<file path="config.mk">
export PLATFORM = sky130hd
export DESIGN_NAME = pin_mux_top
export DESIGN_NICKNAME = d
export VERILOG_FILES = /design/src/logic/pin_mux_pkg.sv /design/src/logic/avalon_reg_slave.sv /design/src/logic/route_decoder.sv /design/src/logic/pin_mux_top.sv
export SDC_FILE = /design/constraint.sdc
export NUM_CORES = 1
export LEC_CHECK = 0
export ABC_CLOCK_PERIOD_IN_PS = 2700
export BUFFER_PORTS_ARGS = -buffer_cell sky130_fd_sc_hd__buf_2
export CAP_MARGIN = 20
export CORE_MARGIN = 3
export CORE_UTILIZATION = 55
export CTS_CLUSTER_DIAMETER = 200
export CTS_CLUSTER_SIZE = 10
export DETAILED_ROUTE_END_ITERATION = 8
export PLACE_DENSITY = 0.85
export SYNTH_ARGS = -nofsm -noshare
export SYNTH_HDL_FRONTEND = slang
export SYNTH_SLANG_ARGS = --single-unit
</file>
<file path="constraint.sdc">
create_clock -name clk -period 2.7 [get_ports clk]
set_clock_uncertainty 0.2 [all_clocks]
set_input_delay 0.135 -clock clk [delete_from_list [all_inputs] [get_ports clk]]
set_output_delay 0.135 -clock clk [all_outputs]
set_load 0.005 [all_outputs]
</file>
<file path="src/logic/pin_mux_pkg.sv">
package pin_mux_pkg;

  // ----------------------------------------------------------------
  // bus shape
  // ----------------------------------------------------------------
  localparam int ADDR_W = 16;  // byte address width on the register bus
  localparam int DATA_W = 32;  // bus data width
  localparam int REG_W  = 16;  // every register is 16 bits in the low lanes

  // ----------------------------------------------------------------
  // register indices (byte address is four times the index)
  // ----------------------------------------------------------------
  localparam logic [15:0] IDX_EXT_BUS_SELECT     = 16'h1c00;
  localparam logic [15:0] IDX_CLOCK_GATING_ONE   = 16'h1c02;
  localparam logic [15:0] IDX_CLOCK_GATING_TWO   = 16'h1c03;
  localparam logic [15:0] IDX_OUTPUT_SLEW        = 16'h1c16;
  localparam logic [15:0] IDX_PULL_INHIBIT_ONE   = 16'h1c17;
  localparam logic [15:0] IDX_PULL_INHIBIT_TWO   = 16'h1c18;
  localparam logic [15:0] IDX_PULL_INHIBIT_THREE = 16'h1c19;

  // ----------------------------------------------------------------
  // field positions
  // ----------------------------------------------------------------
  localparam int ROUTE_LSB        = 12;  // routing field of external_bus_select
  localparam int ROUTE_W          = 3;
  localparam int SLEW_MEM_IF_BIT  = 0;   // 1 = slow edges on memory interface pins
  localparam int SLEW_CLK_OUT_BIT = 1;   // 1 = slow edges on the clock output pin

  // ----------------------------------------------------------------
  // reset values
  // ----------------------------------------------------------------
  localparam logic [2:0]  ROUTE_RESET  = 3'h1;
  localparam logic [15:0] PULL_RESET   = 16'h0000;  // inhibit clear: pulls on
  localparam logic [15:0] SLEW_RESET   = 16'h0000;  // fast edges
  localparam logic [15:0] GATING_RESET = 16'h0000;  // every peripheral clock off

  // ----------------------------------------------------------------
  // routing field codes
  // ----------------------------------------------------------------
  localparam logic [2:0] MODE_UNSUPPORTED = 3'h0;
  localparam logic [2:0] MODE_SPI_GPIO    = 3'h1;
  localparam logic [2:0] MODE_ALL_GPIO    = 3'h2;
  localparam logic [2:0] MODE_SPI_I2S3    = 3'h3;
  localparam logic [2:0] MODE_I2S2_UART   = 3'h4;
  localparam logic [2:0] MODE_SPI_UART    = 3'h5;
  localparam logic [2:0] MODE_I2S2_I2S3   = 3'h6;
  localparam logic [2:0] MODE_RESERVED    = 3'h7;

  // function carried by a group of four shared pins
  typedef enum logic [2:0] {
    FN_NONE = 3'h0,
    FN_GPIO = 3'h1,
    FN_I2S2 = 3'h2,
    FN_I2S3 = 3'h3,
    FN_SPI  = 3'h4,
    FN_UART = 3'h5
  } pin_fn_e;

  // byte address of a register index
  function automatic logic [ADDR_W-1:0] regAddr(input logic [15:0] idx);
    return {idx[13:0], 2'h0};
  endfunction : regAddr

endpackage : pin_mux_pkg

</file>
<file path="src/logic/avalon_reg_slave.sv">
`timescale 1ns/1ps
`default_nettype none

module avalon_reg_slave
  import pin_mux_pkg::*;
(
  input  wire logic              clk,
  input  wire logic              rst_n,
  input  wire logic              avsRead,
  input  wire logic              avsWrite,
  input  wire logic [REG_W-1:0]  rdValue,      // read value for the current address
  output var  logic              waitRequestQ,
  output var  logic [DATA_W-1:0] readDataQ,
  output logic                   commitWrite   // write takes effect this edge
);

  // ----------------------------------------------------------------
  // one-cycle answer: first edge drops waitrequest, second commits
  // ----------------------------------------------------------------
  // waitrequest idles high so a new request is never accepted blindly
  always_ff @(posedge clk or negedge rst_n) begin
    if (!rst_n) begin
      waitRequestQ <= 1'b1;
    end else if ((avsRead || avsWrite) && waitRequestQ) begin
      waitRequestQ <= 1'b0;
    end else begin
      waitRequestQ <= 1'b1;
    end
  end

  // read data latched together with the drop of waitrequest
  always_ff @(posedge clk or negedge rst_n) begin
    if (!rst_n) begin
      readDataQ <= '0;
    end else if (avsRead && waitRequestQ) begin
      readDataQ <= {{(DATA_W-REG_W){1'b0}}, rdValue};
    end
  end

  // write lands only at the edge where the master sees waitrequest low
  assign commitWrite = avsWrite && !waitRequestQ;

endmodule : avalon_reg_slave

`default_nettype wire

</file>
<file path="src/logic/route_decoder.sv">
`timescale 1ns/1ps
`default_nettype none

module route_decoder
  import pin_mux_pkg::*;
(
  input  wire logic         clk,
  input  wire logic         rst_n,
  input  wire logic [2:0]   routeMode,
  output var  pin_fn_e      lowSelQ,          // shared pins 8..11
  output var  pin_fn_e      highSelQ,         // shared pins 12..15
  output var  logic         dedSpiEnQ,        // dedicated serial pins in use
  output var  logic         dedGpioEnQ,       // dedicated gpio 12..17 in use
  output var  logic         routeSupportedQ
);

  // ----------------------------------------------------------------
  // mode table
  // ----------------------------------------------------------------
  // returns {low group, high group, dedicated enable, supported}
  function automatic logic [7:0] decode(input logic [2:0] m);
    unique case (m)
      MODE_SPI_GPIO:  decode = {FN_I2S2, FN_UART, 1'b1, 1'b1};  // [RQ6]
      MODE_ALL_GPIO:  decode = {FN_GPIO, FN_GPIO, 1'b0, 1'b1};  // [RQ7]
      MODE_SPI_I2S3:  decode = {FN_SPI,  FN_I2S3, 1'b0, 1'b1};  // [RQ8]
      MODE_I2S2_UART: decode = {FN_I2S2, FN_UART, 1'b0, 1'b1};  // [RQ9]
      MODE_SPI_UART:  decode = {FN_SPI,  FN_UART, 1'b0, 1'b1};  // [RQ9]
      MODE_I2S2_I2S3: decode = {FN_I2S2, FN_I2S3, 1'b1, 1'b1};  // [RQ10]
      MODE_RESERVED:  decode = {FN_NONE, FN_NONE, 1'b0, 1'b0};  // [RQ14]
      default:        decode = {FN_NONE, FN_NONE, 1'b0, 1'b0};  // [RQ11]
    endcase
  endfunction : decode

  logic [7:0] dec;  // decoded selection

  always_comb begin
    dec = decode(routeMode);
  end

  // registered so every pin group switches on the same edge
  always_ff @(posedge clk or negedge rst_n) begin
    if (!rst_n) begin
      lowSelQ         <= FN_NONE;
      highSelQ        <= FN_NONE;
      dedSpiEnQ       <= 1'b0;
      dedGpioEnQ      <= 1'b0;
      routeSupportedQ <= 1'b0;
    end else begin
      lowSelQ         <= pin_fn_e'(dec[7:5]);
      highSelQ        <= pin_fn_e'(dec[4:2]);
      dedSpiEnQ       <= dec[1];
      dedGpioEnQ      <= dec[1];
      routeSupportedQ <= dec[0];
    end
  end

endmodule : route_decoder

`default_nettype wire

</file>
<file path="src/logic/pin_mux_top.sv">
// Notes on behaviour
// RQ1: each pull resistor individually inhibited by software
// RQ2: software drops pulls where board already pulls
// RQ3: slew register picks fast or slow edges
// RQ4: one select register controls all pin routing
// RQ5: software resets peripherals after routing changes
// RQ6: mode 001: dedicated serial, gpio, i2s2, uart
// RQ7: mode 010: shared pins are gpio only
// RQ8: mode 011: serial low, i2s3 high group
// RQ9: modes 100/101: uart high; i2s2 or serial low
// RQ10: mode 110: dedicated on, i2s2 and i2s3
// RQ11: mode 000 unsupported, routes nothing
// RQ12: third inhibit register drives port pulldowns
// RQ13: peripheral clocks off after reset
// RQ14: mode 111 reserved, routes nothing
`timescale 1ns/1ps
`default_nettype none

module pin_mux_top
  import pin_mux_pkg::*;
(
  input  wire logic              clk,
  input  wire logic              rst_n,
  // register bus
  input  wire logic [ADDR_W-1:0] avs_address,
  input  wire logic              avs_read,
  input  wire logic              avs_write,
  input  wire logic [DATA_W-1:0] avs_writedata,
  input  wire logic [3:0]        avs_byteenable,
  output var  logic [DATA_W-1:0] avs_readdata,
  output var  logic              avs_waitrequest,
  // peripheral drive toward shared pins 8..15
  input  wire logic [7:0]        gpioSharedOut,
  input  wire logic [7:0]        gpioSharedOeN,
  input  wire logic [3:0]        i2s2Out,
  input  wire logic [3:0]        i2s2OeN,
  input  wire logic [3:0]        i2s3Out,
  input  wire logic [3:0]        i2s3OeN,
  input  wire logic [3:0]        spiOut,
  input  wire logic [3:0]        spiOeN,
  input  wire logic [3:0]        uartOut,
  input  wire logic [3:0]        uartOeN,
  // shared pins 8..15
  input  wire logic [7:0]        sharedPinIn,
  output var  logic [7:0]        sharedPinOut,
  output var  logic [7:0]        sharedPinOeN,
  // pin levels returned to peripherals
  output var  logic [7:0]        gpioSharedIn,
  output var  logic [3:0]        i2s2In,
  output var  logic [3:0]        i2s3In,
  output var  logic [3:0]        spiIn,
  output var  logic [3:0]        uartIn,
  // routing status
  output var  logic              dedicatedSpiEn,
  output var  logic              dedicatedGpioEn,
  output var  logic              routeSupported,
  // pad controls
  output var  logic [15:0]       pullEnableOne,
  output var  logic [15:0]       pullEnableTwo,
  output var  logic [15:0]       pullEnableThree,
  output var  logic              slewSlowMemIf,
  output var  logic              slewSlowClkOut,
  output var  logic [15:0]       periphClkEnOne,
  output var  logic [15:0]       periphClkEnTwo
);

  // ----------------------------------------------------------------
  // register storage
  // ----------------------------------------------------------------
  logic [2:0]       routeModeQ;        // routing field of external_bus_select
  logic [15:0]      outputSlewQ;       // output_slew_control
  logic [15:0]      pullInhibitOneQ;   // pull_inhibit_one
  logic [15:0]      pullInhibitTwoQ;   // pull_inhibit_two
  logic [15:0]      pullInhibitThreeQ; // pull_inhibit_three
  logic [15:0]      clockGatingOneQ;   // clock_gating_one, 1 = clock runs
  logic [15:0]      clockGatingTwoQ;   // clock_gating_two
  logic             commitWrite;       // write lands this edge
  logic [REG_W-1:0] rdValue;           // read mux output
  pin_fn_e          lowSel;            // function on pins 8..11
  pin_fn_e          highSel;           // function on pins 12..15
  logic             dedSpiEn;
  logic             dedGpioEn;
  logic             supported;

  // merge write data into a register under the two low byte enables
  function automatic logic [15:0] merge(input logic [15:0] old,
                                        input logic [31:0] wd,
                                        input logic [3:0]  be);
    merge = old;
    if (be[0]) merge[7:0]  = wd[7:0];
    if (be[1]) merge[15:8] = wd[15:8];
  endfunction : merge

  // address match on one register index, used for reads and writes
  function automatic logic hit(input logic [ADDR_W-1:0] a, input logic [15:0] idx);
    return a == regAddr(idx);
  endfunction : hit

  // ----------------------------------------------------------------
  // bus slave
  // ----------------------------------------------------------------
  avalon_reg_slave u_slave (
    .clk          (clk),
    .rst_n        (rst_n),
    .avsRead      (avs_read),
    .avsWrite     (avs_write),
    .rdValue      (rdValue),
    .waitRequestQ (avs_waitrequest),
    .readDataQ    (avs_readdata),
    .commitWrite  (commitWrite)
  );

  // read mux; unmapped addresses read zero
  always_comb begin
    rdValue = '0;
    if (hit(avs_address, IDX_EXT_BUS_SELECT)) begin
      rdValue[ROUTE_LSB +: ROUTE_W] = routeModeQ;
    end else if (hit(avs_address, IDX_OUTPUT_SLEW)) begin
      rdValue = outputSlewQ;
    end else if (hit(avs_address, IDX_PULL_INHIBIT_ONE)) begin
      rdValue = pullInhibitOneQ;
    end else if (hit(avs_address, IDX_PULL_INHIBIT_TWO)) begin
      rdValue = pullInhibitTwoQ;
    end else if (hit(avs_address, IDX_PULL_INHIBIT_THREE)) begin
      rdValue = pullInhibitThreeQ;
    end else if (hit(avs_address, IDX_CLOCK_GATING_ONE)) begin
      rdValue = clockGatingOneQ;
    end else if (hit(avs_address, IDX_CLOCK_GATING_TWO)) begin
      rdValue = clockGatingTwoQ;
    end
  end

  // ----------------------------------------------------------------
  // routing select register
  // ----------------------------------------------------------------
  // the only place routing can change; other bits read zero
  always_ff @(posedge clk or negedge rst_n) begin
    if (!rst_n) begin
      routeModeQ <= ROUTE_RESET;
    end else if (commitWrite && hit(avs_address, IDX_EXT_BUS_SELECT) && avs_byteenable[1]) begin
      routeModeQ <= avs_writedata[ROUTE_LSB +: ROUTE_W];  // [RQ4]
    end
  end

  // ----------------------------------------------------------------
  // pad control registers
  // ----------------------------------------------------------------
  // slew register: only two bits steer pads, the rest is plain storage
  always_ff @(posedge clk or negedge rst_n) begin
    if (!rst_n) begin
      outputSlewQ <= SLEW_RESET;
    end else if (commitWrite && hit(avs_address, IDX_OUTPUT_SLEW)) begin
      outputSlewQ <= merge(outputSlewQ, avs_writedata, avs_byteenable);  // [RQ3]
    end
  end

  // three inhibit registers, one bit per pad pull
  always_ff @(posedge clk or negedge rst_n) begin
    if (!rst_n) begin
      pullInhibitOneQ   <= PULL_RESET;
      pullInhibitTwoQ   <= PULL_RESET;
      pullInhibitThreeQ <= PULL_RESET;
    end else if (commitWrite) begin
      if (hit(avs_address, IDX_PULL_INHIBIT_ONE)) begin
        pullInhibitOneQ <= merge(pullInhibitOneQ, avs_writedata, avs_byteenable);  // [RQ1]
      end
      if (hit(avs_address, IDX_PULL_INHIBIT_TWO)) begin
        pullInhibitTwoQ <= merge(pullInhibitTwoQ, avs_writedata, avs_byteenable);  // [RQ1]
      end
      if (hit(avs_address, IDX_PULL_INHIBIT_THREE)) begin
        pullInhibitThreeQ <= merge(pullInhibitThreeQ, avs_writedata, avs_byteenable);  // [RQ12]
      end
    end
  end

  // clock gating: reset leaves every peripheral clock stopped
  always_ff @(posedge clk or negedge rst_n) begin
    if (!rst_n) begin
      clockGatingOneQ <= GATING_RESET;  // [RQ13]
      clockGatingTwoQ <= GATING_RESET;  // [RQ13]
    end else if (commitWrite) begin
      if (hit(avs_address, IDX_CLOCK_GATING_ONE)) begin
        clockGatingOneQ <= merge(clockGatingOneQ, avs_writedata, avs_byteenable);
      end
      if (hit(avs_address, IDX_CLOCK_GATING_TWO)) begin
        clockGatingTwoQ <= merge(clockGatingTwoQ, avs_writedata, avs_byteenable);
      end
    end
  end

  // pad outputs; the reset-test pulldown has no bit and stays on outside
  always_ff @(posedge clk or negedge rst_n) begin
    if (!rst_n) begin
      pullEnableOne   <= ~PULL_RESET;
      pullEnableTwo   <= ~PULL_RESET;
      pullEnableThree <= ~PULL_RESET;
      slewSlowMemIf   <= SLEW_RESET[SLEW_MEM_IF_BIT];
      slewSlowClkOut  <= SLEW_RESET[SLEW_CLK_OUT_BIT];
      periphClkEnOne  <= GATING_RESET;
      periphClkEnTwo  <= GATING_RESET;
    end else begin
      pullEnableOne   <= ~pullInhibitOneQ;    // [RQ1]
      pullEnableTwo   <= ~pullInhibitTwoQ;    // [RQ1]
      pullEnableThree <= ~pullInhibitThreeQ;  // [RQ12]
      slewSlowMemIf   <= outputSlewQ[SLEW_MEM_IF_BIT];   // [RQ3]
      slewSlowClkOut  <= outputSlewQ[SLEW_CLK_OUT_BIT];  // [RQ3]
      periphClkEnOne  <= clockGatingOneQ;
      periphClkEnTwo  <= clockGatingTwoQ;
    end
  end

  // ----------------------------------------------------------------
  // routing decode
  // ----------------------------------------------------------------
  route_decoder u_decode (
    .clk             (clk),
    .rst_n           (rst_n),
    .routeMode       (routeModeQ),
    .lowSelQ         (lowSel),
    .highSelQ        (highSel),
    .dedSpiEnQ       (dedSpiEn),
    .dedGpioEnQ      (dedGpioEn),
    .routeSupportedQ (supported)
  );

  // ----------------------------------------------------------------
  // shared pin multiplexer
  // ----------------------------------------------------------------
  logic [7:0] pinSync1;  // first stage, read only by the second
  logic [7:0] pinSync2;
  logic [7:0] pinOutD;
  logic [7:0] pinOeND;
  logic [7:0] gpioInD;
  logic [3:0] i2s2InD;
  logic [3:0] i2s3InD;
  logic [3:0] spiInD;
  logic [3:0] uartInD;

  // pin inputs come from outside the clock domain
  always_ff @(posedge clk or negedge rst_n) begin
    if (!rst_n) begin
      pinSync1 <= '0;
      pinSync2 <= '0;
    end else begin
      pinSync1 <= sharedPinIn;
      pinSync2 <= pinSync1;
    end
  end

  // a pin with no owner is released, so a stale peripheral cannot fight the board
  always_comb begin
    pin_fn_e sel;
    int      j;
    sel     = FN_NONE;
    j       = 0;
    pinOutD = '0;
    pinOeND = '1;
    gpioInD = '0;
    i2s2InD = '0;
    i2s3InD = '0;
    spiInD  = '0;
    uartInD = '0;
    for (int p = 0; p < 8; p++) begin
      sel = (p < 4) ? lowSel : highSel;
      j   = p % 4;
      unique case (sel)
        FN_GPIO: begin  // [RQ7]
          pinOutD[p] = gpioSharedOut[p];
          pinOeND[p] = gpioSharedOeN[p];
          gpioInD[p] = pinSync2[p];
        end
        FN_I2S2: begin  // [RQ6]
          pinOutD[p] = i2s2Out[j];
          pinOeND[p] = i2s2OeN[j];
          i2s2InD[j] = pinSync2[p];
        end
        FN_I2S3: begin  // [RQ8]
          pinOutD[p] = i2s3Out[j];
          pinOeND[p] = i2s3OeN[j];
          i2s3InD[j] = pinSync2[p];
        end
        FN_SPI: begin  // [RQ8]
          pinOutD[p] = spiOut[j];
          pinOeND[p] = spiOeN[j];
          spiInD[j]  = pinSync2[p];
        end
        FN_UART: begin  // [RQ9]
          pinOutD[p] = uartOut[j];
          pinOeND[p] = uartOeN[j];
          uartInD[j] = pinSync2[p];
        end
        default: begin  // [RQ14]
          pinOutD[p] = 1'b0;
          pinOeND[p] = 1'b1;
        end
      endcase
    end
  end

  // every routed signal is re-timed so top outputs come from flops
  always_ff @(posedge clk or negedge rst_n) begin
    if (!rst_n) begin
      sharedPinOut    <= '0;
      sharedPinOeN    <= '1;
      gpioSharedIn    <= '0;
      i2s2In          <= '0;
      i2s3In          <= '0;
      spiIn           <= '0;
      uartIn          <= '0;
      dedicatedSpiEn  <= 1'b0;
      dedicatedGpioEn <= 1'b0;
      routeSupported  <= 1'b0;
    end else begin
      sharedPinOut    <= pinOutD;
      sharedPinOeN    <= pinOeND;
      gpioSharedIn    <= gpioInD;
      i2s2In          <= i2s2InD;
      i2s3In          <= i2s3InD;
      spiIn           <= spiInD;
      uartIn          <= uartInD;
      dedicatedSpiEn  <= dedSpiEn;   // [RQ10]
      dedicatedGpioEn <= dedGpioEn;  // [RQ6]
      routeSupported  <= supported;  // [RQ11]
    end
  end
endmodule : pin_mux_top

`default_nettype wire

</file>
### After elaboration in Yosys (flattened, before gate mapping)

Index checks and enable logic that the tools add are counted.
Widths: inputs -> output; s select.

| storage, ports and cells | value |
|---|---|
| word-level logic and storage cells | 150 |
| output and inout port bits | 158 |
| latch bits | 0 |
| bits in writable memories | 0 |
| flip-flop bits (word level) | 264 |
| bits in read-only memories | 0 |
| memories | 0 |

| cells by class | value |
|---|---|
| mux-type cells | 67 |
| $lt $le $gt $ge | 0 |
| bitwise operators | 3 |
| $add $sub $neg | 0 |
| shift operators | 0 |
| $mul | 0 |
| reductions and logical operators | 20 |
| divide/modulo/power cells | 0 |
| equality and inequality tests | 23 |

Operator list:

| kind | count |
|---|---|
| $eq 16x15->1 const B | 7 |
| $mux 16 | 6 |
| $pmux 1 s5 | 16 |
| $not 16->16 | 3 |
| $pmux 8 s6 | 1 |
| $mux 1 | 42 |
| $reduce_and 3->1 | 10 |
| $eq 3x3->1 const B | 7 |
| $eq 3x2->1 const B | 6 |
| $mux 12 | 1 |
| $eq 3x1->1 const B | 3 |
| $logic_and 1x1->1 | 6 |
| $reduce_and 2->1 | 2 |
| $mux 3 | 1 |
| $logic_not 1->1 | 1 |
| $logic_or 1x1->1 | 1 |

### Longest topological paths before layout

| depth | value |
|---|---|
| depth in word-level cells | 8 |
| gate-level depth with buffers | 8 |

### By module

A second synthesis with hierarchy kept.

| second synthesis, totals | value |
|---|---|
| cells, all modules | 794 |
| area total of the unflattened synthesis | 10518.8 um2 |

By module, submodules not included:

| module | cells an instance | instances | seq. area each (um2) | area an instance (um2) |
|---|---|---|---|---|
| pin_mux_top | 716 | 1 | 6077.1 | 9411.5 |
| avalon_reg_slave | 54 | 1 | 426.7 | 813.3 |
| route_decoder | 24 | 1 | 175.2 | 294.0 |

### Least setup slack after synthesis

Ideal clock, no wire load.

| path | value |
|---|---|
| path kind | input -> register |
| start | in avs_address[7] |
| end | reg clockGatingOneQ[10] |
| stages on the path | 6 |
| setup time | 0.125 ns |
| buffers on the path | 1 |
| required time | 2.375 ns |
| data arrival time | 1.500 ns |
| path slack | 0.875 ns |
| cells stage by stage | nor4_4 > nand2_1 > nor2_4 > and3_1 > buf_6 > mux2_2 |

| between the ends | value |
|---|---|
| longest elaborated chain between the ends | 2 |

Ends and longest elaborated chain:

| what | RTL line | RTL |
|---|---|---|
| from (decl) | pin_mux_top.sv:25 | `input wire logic [ADDR_W-1:0] avs_address,` |
| $eq 16x15->1 | pin_mux_top.sv:96 | `return a == regAddr(idx);` |
| $reduce_and 3->1 (no source line) | -- |  |
| to (signal assigned) | pin_mux_top.sv:183 | `clockGatingOneQ <= merge(clockGatingOneQ, avs_writedata, avs_byteenable);` |
| to (decl) | pin_mux_top.sv:75 | `logic [15:0] clockGatingOneQ;` |

Every way passes these cells.
A chain may end at the register's enable or synchronous reset.

### Worst setup path after layout

| path | value |
|---|---|
| start | reg u_decode.highSelQ[0] |
| end | reg sharedPinOeN[5] |

| between the ends | value |
|---|---|
| longest elaborated chain between the ends | 2 |
| elaborated cells between the ends (all ways) | 6 |
| those cells by class | eq/ne: 5; mux: 1 |

Ends and longest elaborated chain:

| what | RTL line | RTL |
|---|---|---|
| from (decl) | route_decoder.sv:11 | `output var pin_fn_e highSelQ,` |
| from (signal assigned) | route_decoder.sv:50 | `highSelQ <= pin_fn_e'(dec[4:2]);` |
| $eq 3x3->1, or another cell as far along | pin_mux_top.sv:266 | `unique case (sel)` |
| $pmux 1 s5 * | pin_mux_top.sv:266 |  |
| named net pinOeND[5] | pin_mux_top.sv:232 | `logic [7:0] pinOeND;` |
| to (signal assigned) | pin_mux_top.sv:315 | `sharedPinOeN <= pinOeND;` |
| to (decl) | pin_mux_top.sv:46 | `output var logic [7:0] sharedPinOeN,` |

Mark *: on every way through the listed nets, which the timed path passes. The rest lies on a longest branch.

==> Flow_metrics.wiki <==
{| class="wikitable"
! Metric !! Value
|-
| Element type at the critical path end || flop
|-
| Status || finished, final reports clean
|-
| Global-route wire length before repair || 45,500 um
|-
| Final hold violation count || 0
|-
| Crit path kind || reg2reg
|-
| Synth cell types || 53
|-
| Data required time of the critical path || 2.99 ns
|-
| Tcrit/Tclk final || 0.947
|-
| Post-route antenna net violation count || 0
|-
| Largest stage delay, worst path || 0.59 ns
|-
| Crit path time final || 2.56 ns
|-
| Critical-path maximum fanout || 21
|-
| Number of buffers added by the clock tree synthesis step || 30
|-
| Congestion Overflow GR || 0
|-
| Accumulated negative setup slack || 0 ns
|-
| Core box area || 18,400 sq um
|-
| Global-route usage over all layers || 0.282
|-
| Part of the total power dissipated in the clock network || 0.451
|-
| Max_slew headroom || 0.489
|-
| Share of the synthesized area in the top cell type || 0.488
|-
| Average cell area after synthesis || 13.3 sq um
|-
| X dimension of the die || 144 um
|-
| H-tree level count || 1
|-
| Max capacitance violation total || 0
|-
| Fin worst setup slack || 0.144 ns
|-
| Antenna violations before repair || 4
|-
| Total DRC errors in the routed layout || 0
|-
| Total power of the final layout || 8.02 mW
|-
| Warnings from Yosys || 0
|-
| Area grow syn2layout || 29.3%
|-
| Pre-CTS setup slack || 0.340 ns
|-
| Net switching fraction of the power || 0.222
|-
| HP Class || in2reg
|-
| Dominant synthesized flop cell || sky130_fd_sc_hd__dfrtp_1
|-
| Post-Synthesis Cells || 792
|-
| Switching power total || 1.78 mW
|-
| Starting density of the core || 0.572
|-
| Skew-Pair Late Insertion Delay || 0.55 ns
|-
| CTS sink cnt || 263
|-
| Critical path, cell by cell || buf_4 > o21ai_0 > o21ai_0 > dlygate4sd3_1 > o21ai_0 > dlygate4sd3_1
|-
| Sequential share of power || 0.498
|-
| HPWL Detailed || 18,800 um
|-
| Routed wire length per instance || 21.7 um
|-
| Proportion of register bits with asynchronous set or reset after synthesis || 1.00
|-
| Violation count after the first detailed-route iteration || 578
|-
| Vias in the first global route || 8,335
|-
| Vias per cell || 5.79
|-
| Biggest area consumer among synthesized cells || sky130_fd_sc_hd__dfrtp_1
|-
| Internal Pwr Total || 6.24 mW
|-
| Floorplan die area || 20,800 sq um
|-
| Netlist area before placement || 10,500 sq um
|-
| Detailed Route WL || 29,900 um
|-
| Power per unit of standard cell area || 589 nW/um^2
|-
| Transition time at the pin with the least slew margin || 0.761 ns
|-
| Port Buffers || 235
|-
| RSZ-0062 raised after global routing || no
|-
| Share of synthesized area occupied by flip-flops and latches || 0.633
|-
| Critical path arrival || 2.84 ns
|-
| DIE HEIGHT || 144 um
|-
| Total vias in the final route || 7,971
|-
| Largest net degree at the start of global routing || 81
|-
| Bufs on Longest Clock Path || 3
|-
| Top cells by area, synth || sky130_fd_sc_hd__dfrtp_1 (49%), sky130_fd_sc_hd__dfstp_2 (14%), sky130_fd_sc_hd__mux2_2 (12%), sky130_fd_sc_hd__o21ai_0 (2.2%), sky130_fd_sc_hd__inv_1 (2.0%)
|-
| Leakage power summed over all cells || 6.60 nW
|-
| Combinational cell fraction of total power || 0.051
|-
| I/O pins || 270
|-
| Largest voltage drop on the vdd net || 0.000474 V
|-
| TritonCTS clock tree || built
|-
| Post-synth EDFFs || 0
|-
| 1st-pass router iterations || 7
|-
| Startpoint kind of the worst setup timing path || flop
|-
| Max Fclk || 0.391 GHz
|-
| Number of nets in the finished design || 1,229
|-
| GPL Wtd Cong || 0.918
|-
| Rows || 49
|-
| Layout cell share with drive strength beyond 1 || 0.418
|-
| #FFs+latches synth || 263
|-
| Clock transition at the register clock pins on the worst setup and hold paths after CTS || 0.06 ns
|-
| CTS root buffer || sky130_fd_sc_hd__clkbuf_16
|-
| Placed instance area || 11,900 sq um
|-
| Final non-filler cell area || 13,600 sq um
|-
| Final setup violation count || 0
|-
| Max-slew violation total from the final report || 0
|-
| Critical-path top delay cell || sky130_fd_sc_hd__dlygate4sd3_1
|-
| Crit-path most repeated cell || sky130_fd_sc_hd__o21ai_0
|}
power by group through the flow:
stage / combinational, mW / clock [mW] / sequential (mW)
after global placement: 0.322 / 0 / 4.05
after CTS: 0.404 / 3.66 / 3.99
after global routing: 0.449 / 3.84 / 3.99
final: 0.413 / 3.62 / 3.99
after floorplan: 0.111 / 0 / 4.05
after detailed placement: 0.327 / 0 / 4.05
layer usage:
layer | wire, um | share of wire | vias up | global-route usage
met2 | 14900 | 0.50 | 459 | 0.493
li1 | - | - | 3470 | -
met4 | 1360 | 0.046 | 0 | 0.114
met5 | 0 | 0 | - | 0
met3 | 2630 | 0.088 | 110 | 0.0632
met1 | 10900 | 0.37 | 3932 | 0.340
cell type report:
class                      instances  area, sq um
clock inverter                     2         38.8
inverter                          55          206
fill                            1153         4790
antenna                            6         15.0
timing repair buffer             330         2130
clock buffer                      54          841
multi-input combinational        437         3420
sequential                       263         6660
tap                              229          287
critical path, delay by kind of cell (launching register included):
kind,cells,cell delay [ns]
buffers and inverters,3,1.39
flip-flops,1,0.37
AO/OA/AOI/OAI,3,0.54
synthesized netlist by cell type (all sizes together) (5+ instances only):
master	number
dfrtp	205
mux2	108
dfstp	58
inv	55
o21ai	55
nand2	37
buf	36
nor2	24
a22oi	23
mux2i	19
a22o	17
clkbuf	16
nand4	16
and2	15
o221ai	15
a222oi	10
nand3	10
nand2b	9
a21oi	8
a221o	8
o22ai	6
and3	5
nor3	5
flip-flops by register name, indices dropped and copies added (netlist names), 4 cells and up:
| register | flops |
|---|---|
| clockGatingOneQ | 16 |
| clockGatingTwoQ | 16 |
| gpioSharedIn | 8 |
| i2s2In | 4 |
| i2s3In | 4 |
| outputSlewQ | 16 |
| periphClkEnOne | 16 |
| periphClkEnTwo | 16 |
| pinSync1 | 8 |
| pinSync2 | 8 |
| pullEnableOne | 16 |
| pullEnableThree | 16 |
| pullEnableTwo | 16 |
| pullInhibitOneQ | 16 |
| pullInhibitThreeQ | 16 |
| pullInhibitTwoQ | 16 |
| sharedPinOeN | 8 |
| sharedPinOut | 8 |
| spiIn | 4 |
| u_slave.readDataQ | 16 |
| uartIn | 4 |
kinds of logic after synthesis:
| logic type | Yosys count | share of synthesized area |
|---|---|---|
| flip-flops | 263 | 0.633 |
| AO/OA/AOI/OAI | 153 | 0.102 |
| AND/OR/NAND/NOR | 140 | 0.0814 |
| multiplexers | 127 | 0.134 |
| buffers and inverters | 107 | 0.0482 |
| XOR/XNOR | 1 | 0.000833 |
| other | 1 | 0.000357 |
final timing paths:
kind | startpoint | end | slack (ns) | depth (start not counted)
setup / recovery | u_decode.highSelQ[0] | sharedPinOeN[5] | 0.14 | 6
max in group asynchronous | rst_n | u_decode.lowSelQ[0] | 1.24 | 4
min in group asynchronous | rst_n | pullEnableOne[5] | 0.54 | 3
hold / removal | sharedPinIn[0] | pinSync1[0] | 0.04 | 2
hold reg to reg | pinSync1[2] | pinSync2[2] | 0.15 | 0
setup reg to reg | u_decode.highSelQ[0] | sharedPinOeN[5] | 0.14 | 6
what timing repair did:
action                                  4_1_cts  5_1_grt
endpoints found under the hold margin       346        0
resized for setup                             0        4
hold buffers                                 77        0
setup buffers                                 0        2
endpoints found under the setup margin        0        2
layout by cell type (no fill, tap or decap), types with 4 or more instances in the layout:
cell / n
sky130_fd_sc_hd__o21ai_0: 46
sky130_fd_sc_hd__o22ai_1: 6
sky130_fd_sc_hd__nand4_1: 16
sky130_fd_sc_hd__clkbuf_16: 30
sky130_fd_sc_hd__a22o_1: 17
sky130_fd_sc_hd__buf_2: 234
sky130_fd_sc_hd__a22oi_1: 23
sky130_fd_sc_hd__nor3_1: 4
sky130_fd_sc_hd__dfrtp_1: 203
sky130_fd_sc_hd__a21o_1: 4
sky130_fd_sc_hd__nand3_2: 6
sky130_fd_sc_hd__o221ai_1: 15
sky130_fd_sc_hd__and4_1: 4
sky130_fd_sc_hd__a221o_1: 8
sky130_fd_sc_hd__o21ai_1: 9
sky130_fd_sc_hd__and2_1: 14
sky130_fd_sc_hd__mux2_2: 108
sky130_fd_sc_hd__dfstp_2: 58
sky130_fd_sc_hd__clkbuf_1: 24
sky130_fd_sc_hd__conb_1: 16
sky130_fd_sc_hd__nor2_1: 21
sky130_fd_sc_hd__nand2b_1: 9
sky130_fd_sc_hd__inv_1: 55
sky130_fd_sc_hd__diode_2: 6
sky130_fd_sc_hd__mux2i_1: 19
sky130_fd_sc_hd__dlygate4sd3_1: 76
sky130_fd_sc_hd__a21oi_1: 8
sky130_fd_sc_hd__nand3_1: 4
sky130_fd_sc_hd__nand2_1: 35
sky130_fd_sc_hd__a222oi_1: 10
sky130_fd_sc_hd__buf_4: 16
sky130_fd_sc_hd__and3_1: 4
metrics by stage:
stage	hold WS [ns]	std cells	util
floorplan	-0.361	807	-
global placement	-0.120	1235	0.646
detailed placement	-0.118	1235	0.646
CTS	0.000685	1368	0.737
global route	0.0373	1374	0.739
finish	0.0359	1376	0.739
(Power assumes the default switching activity.)
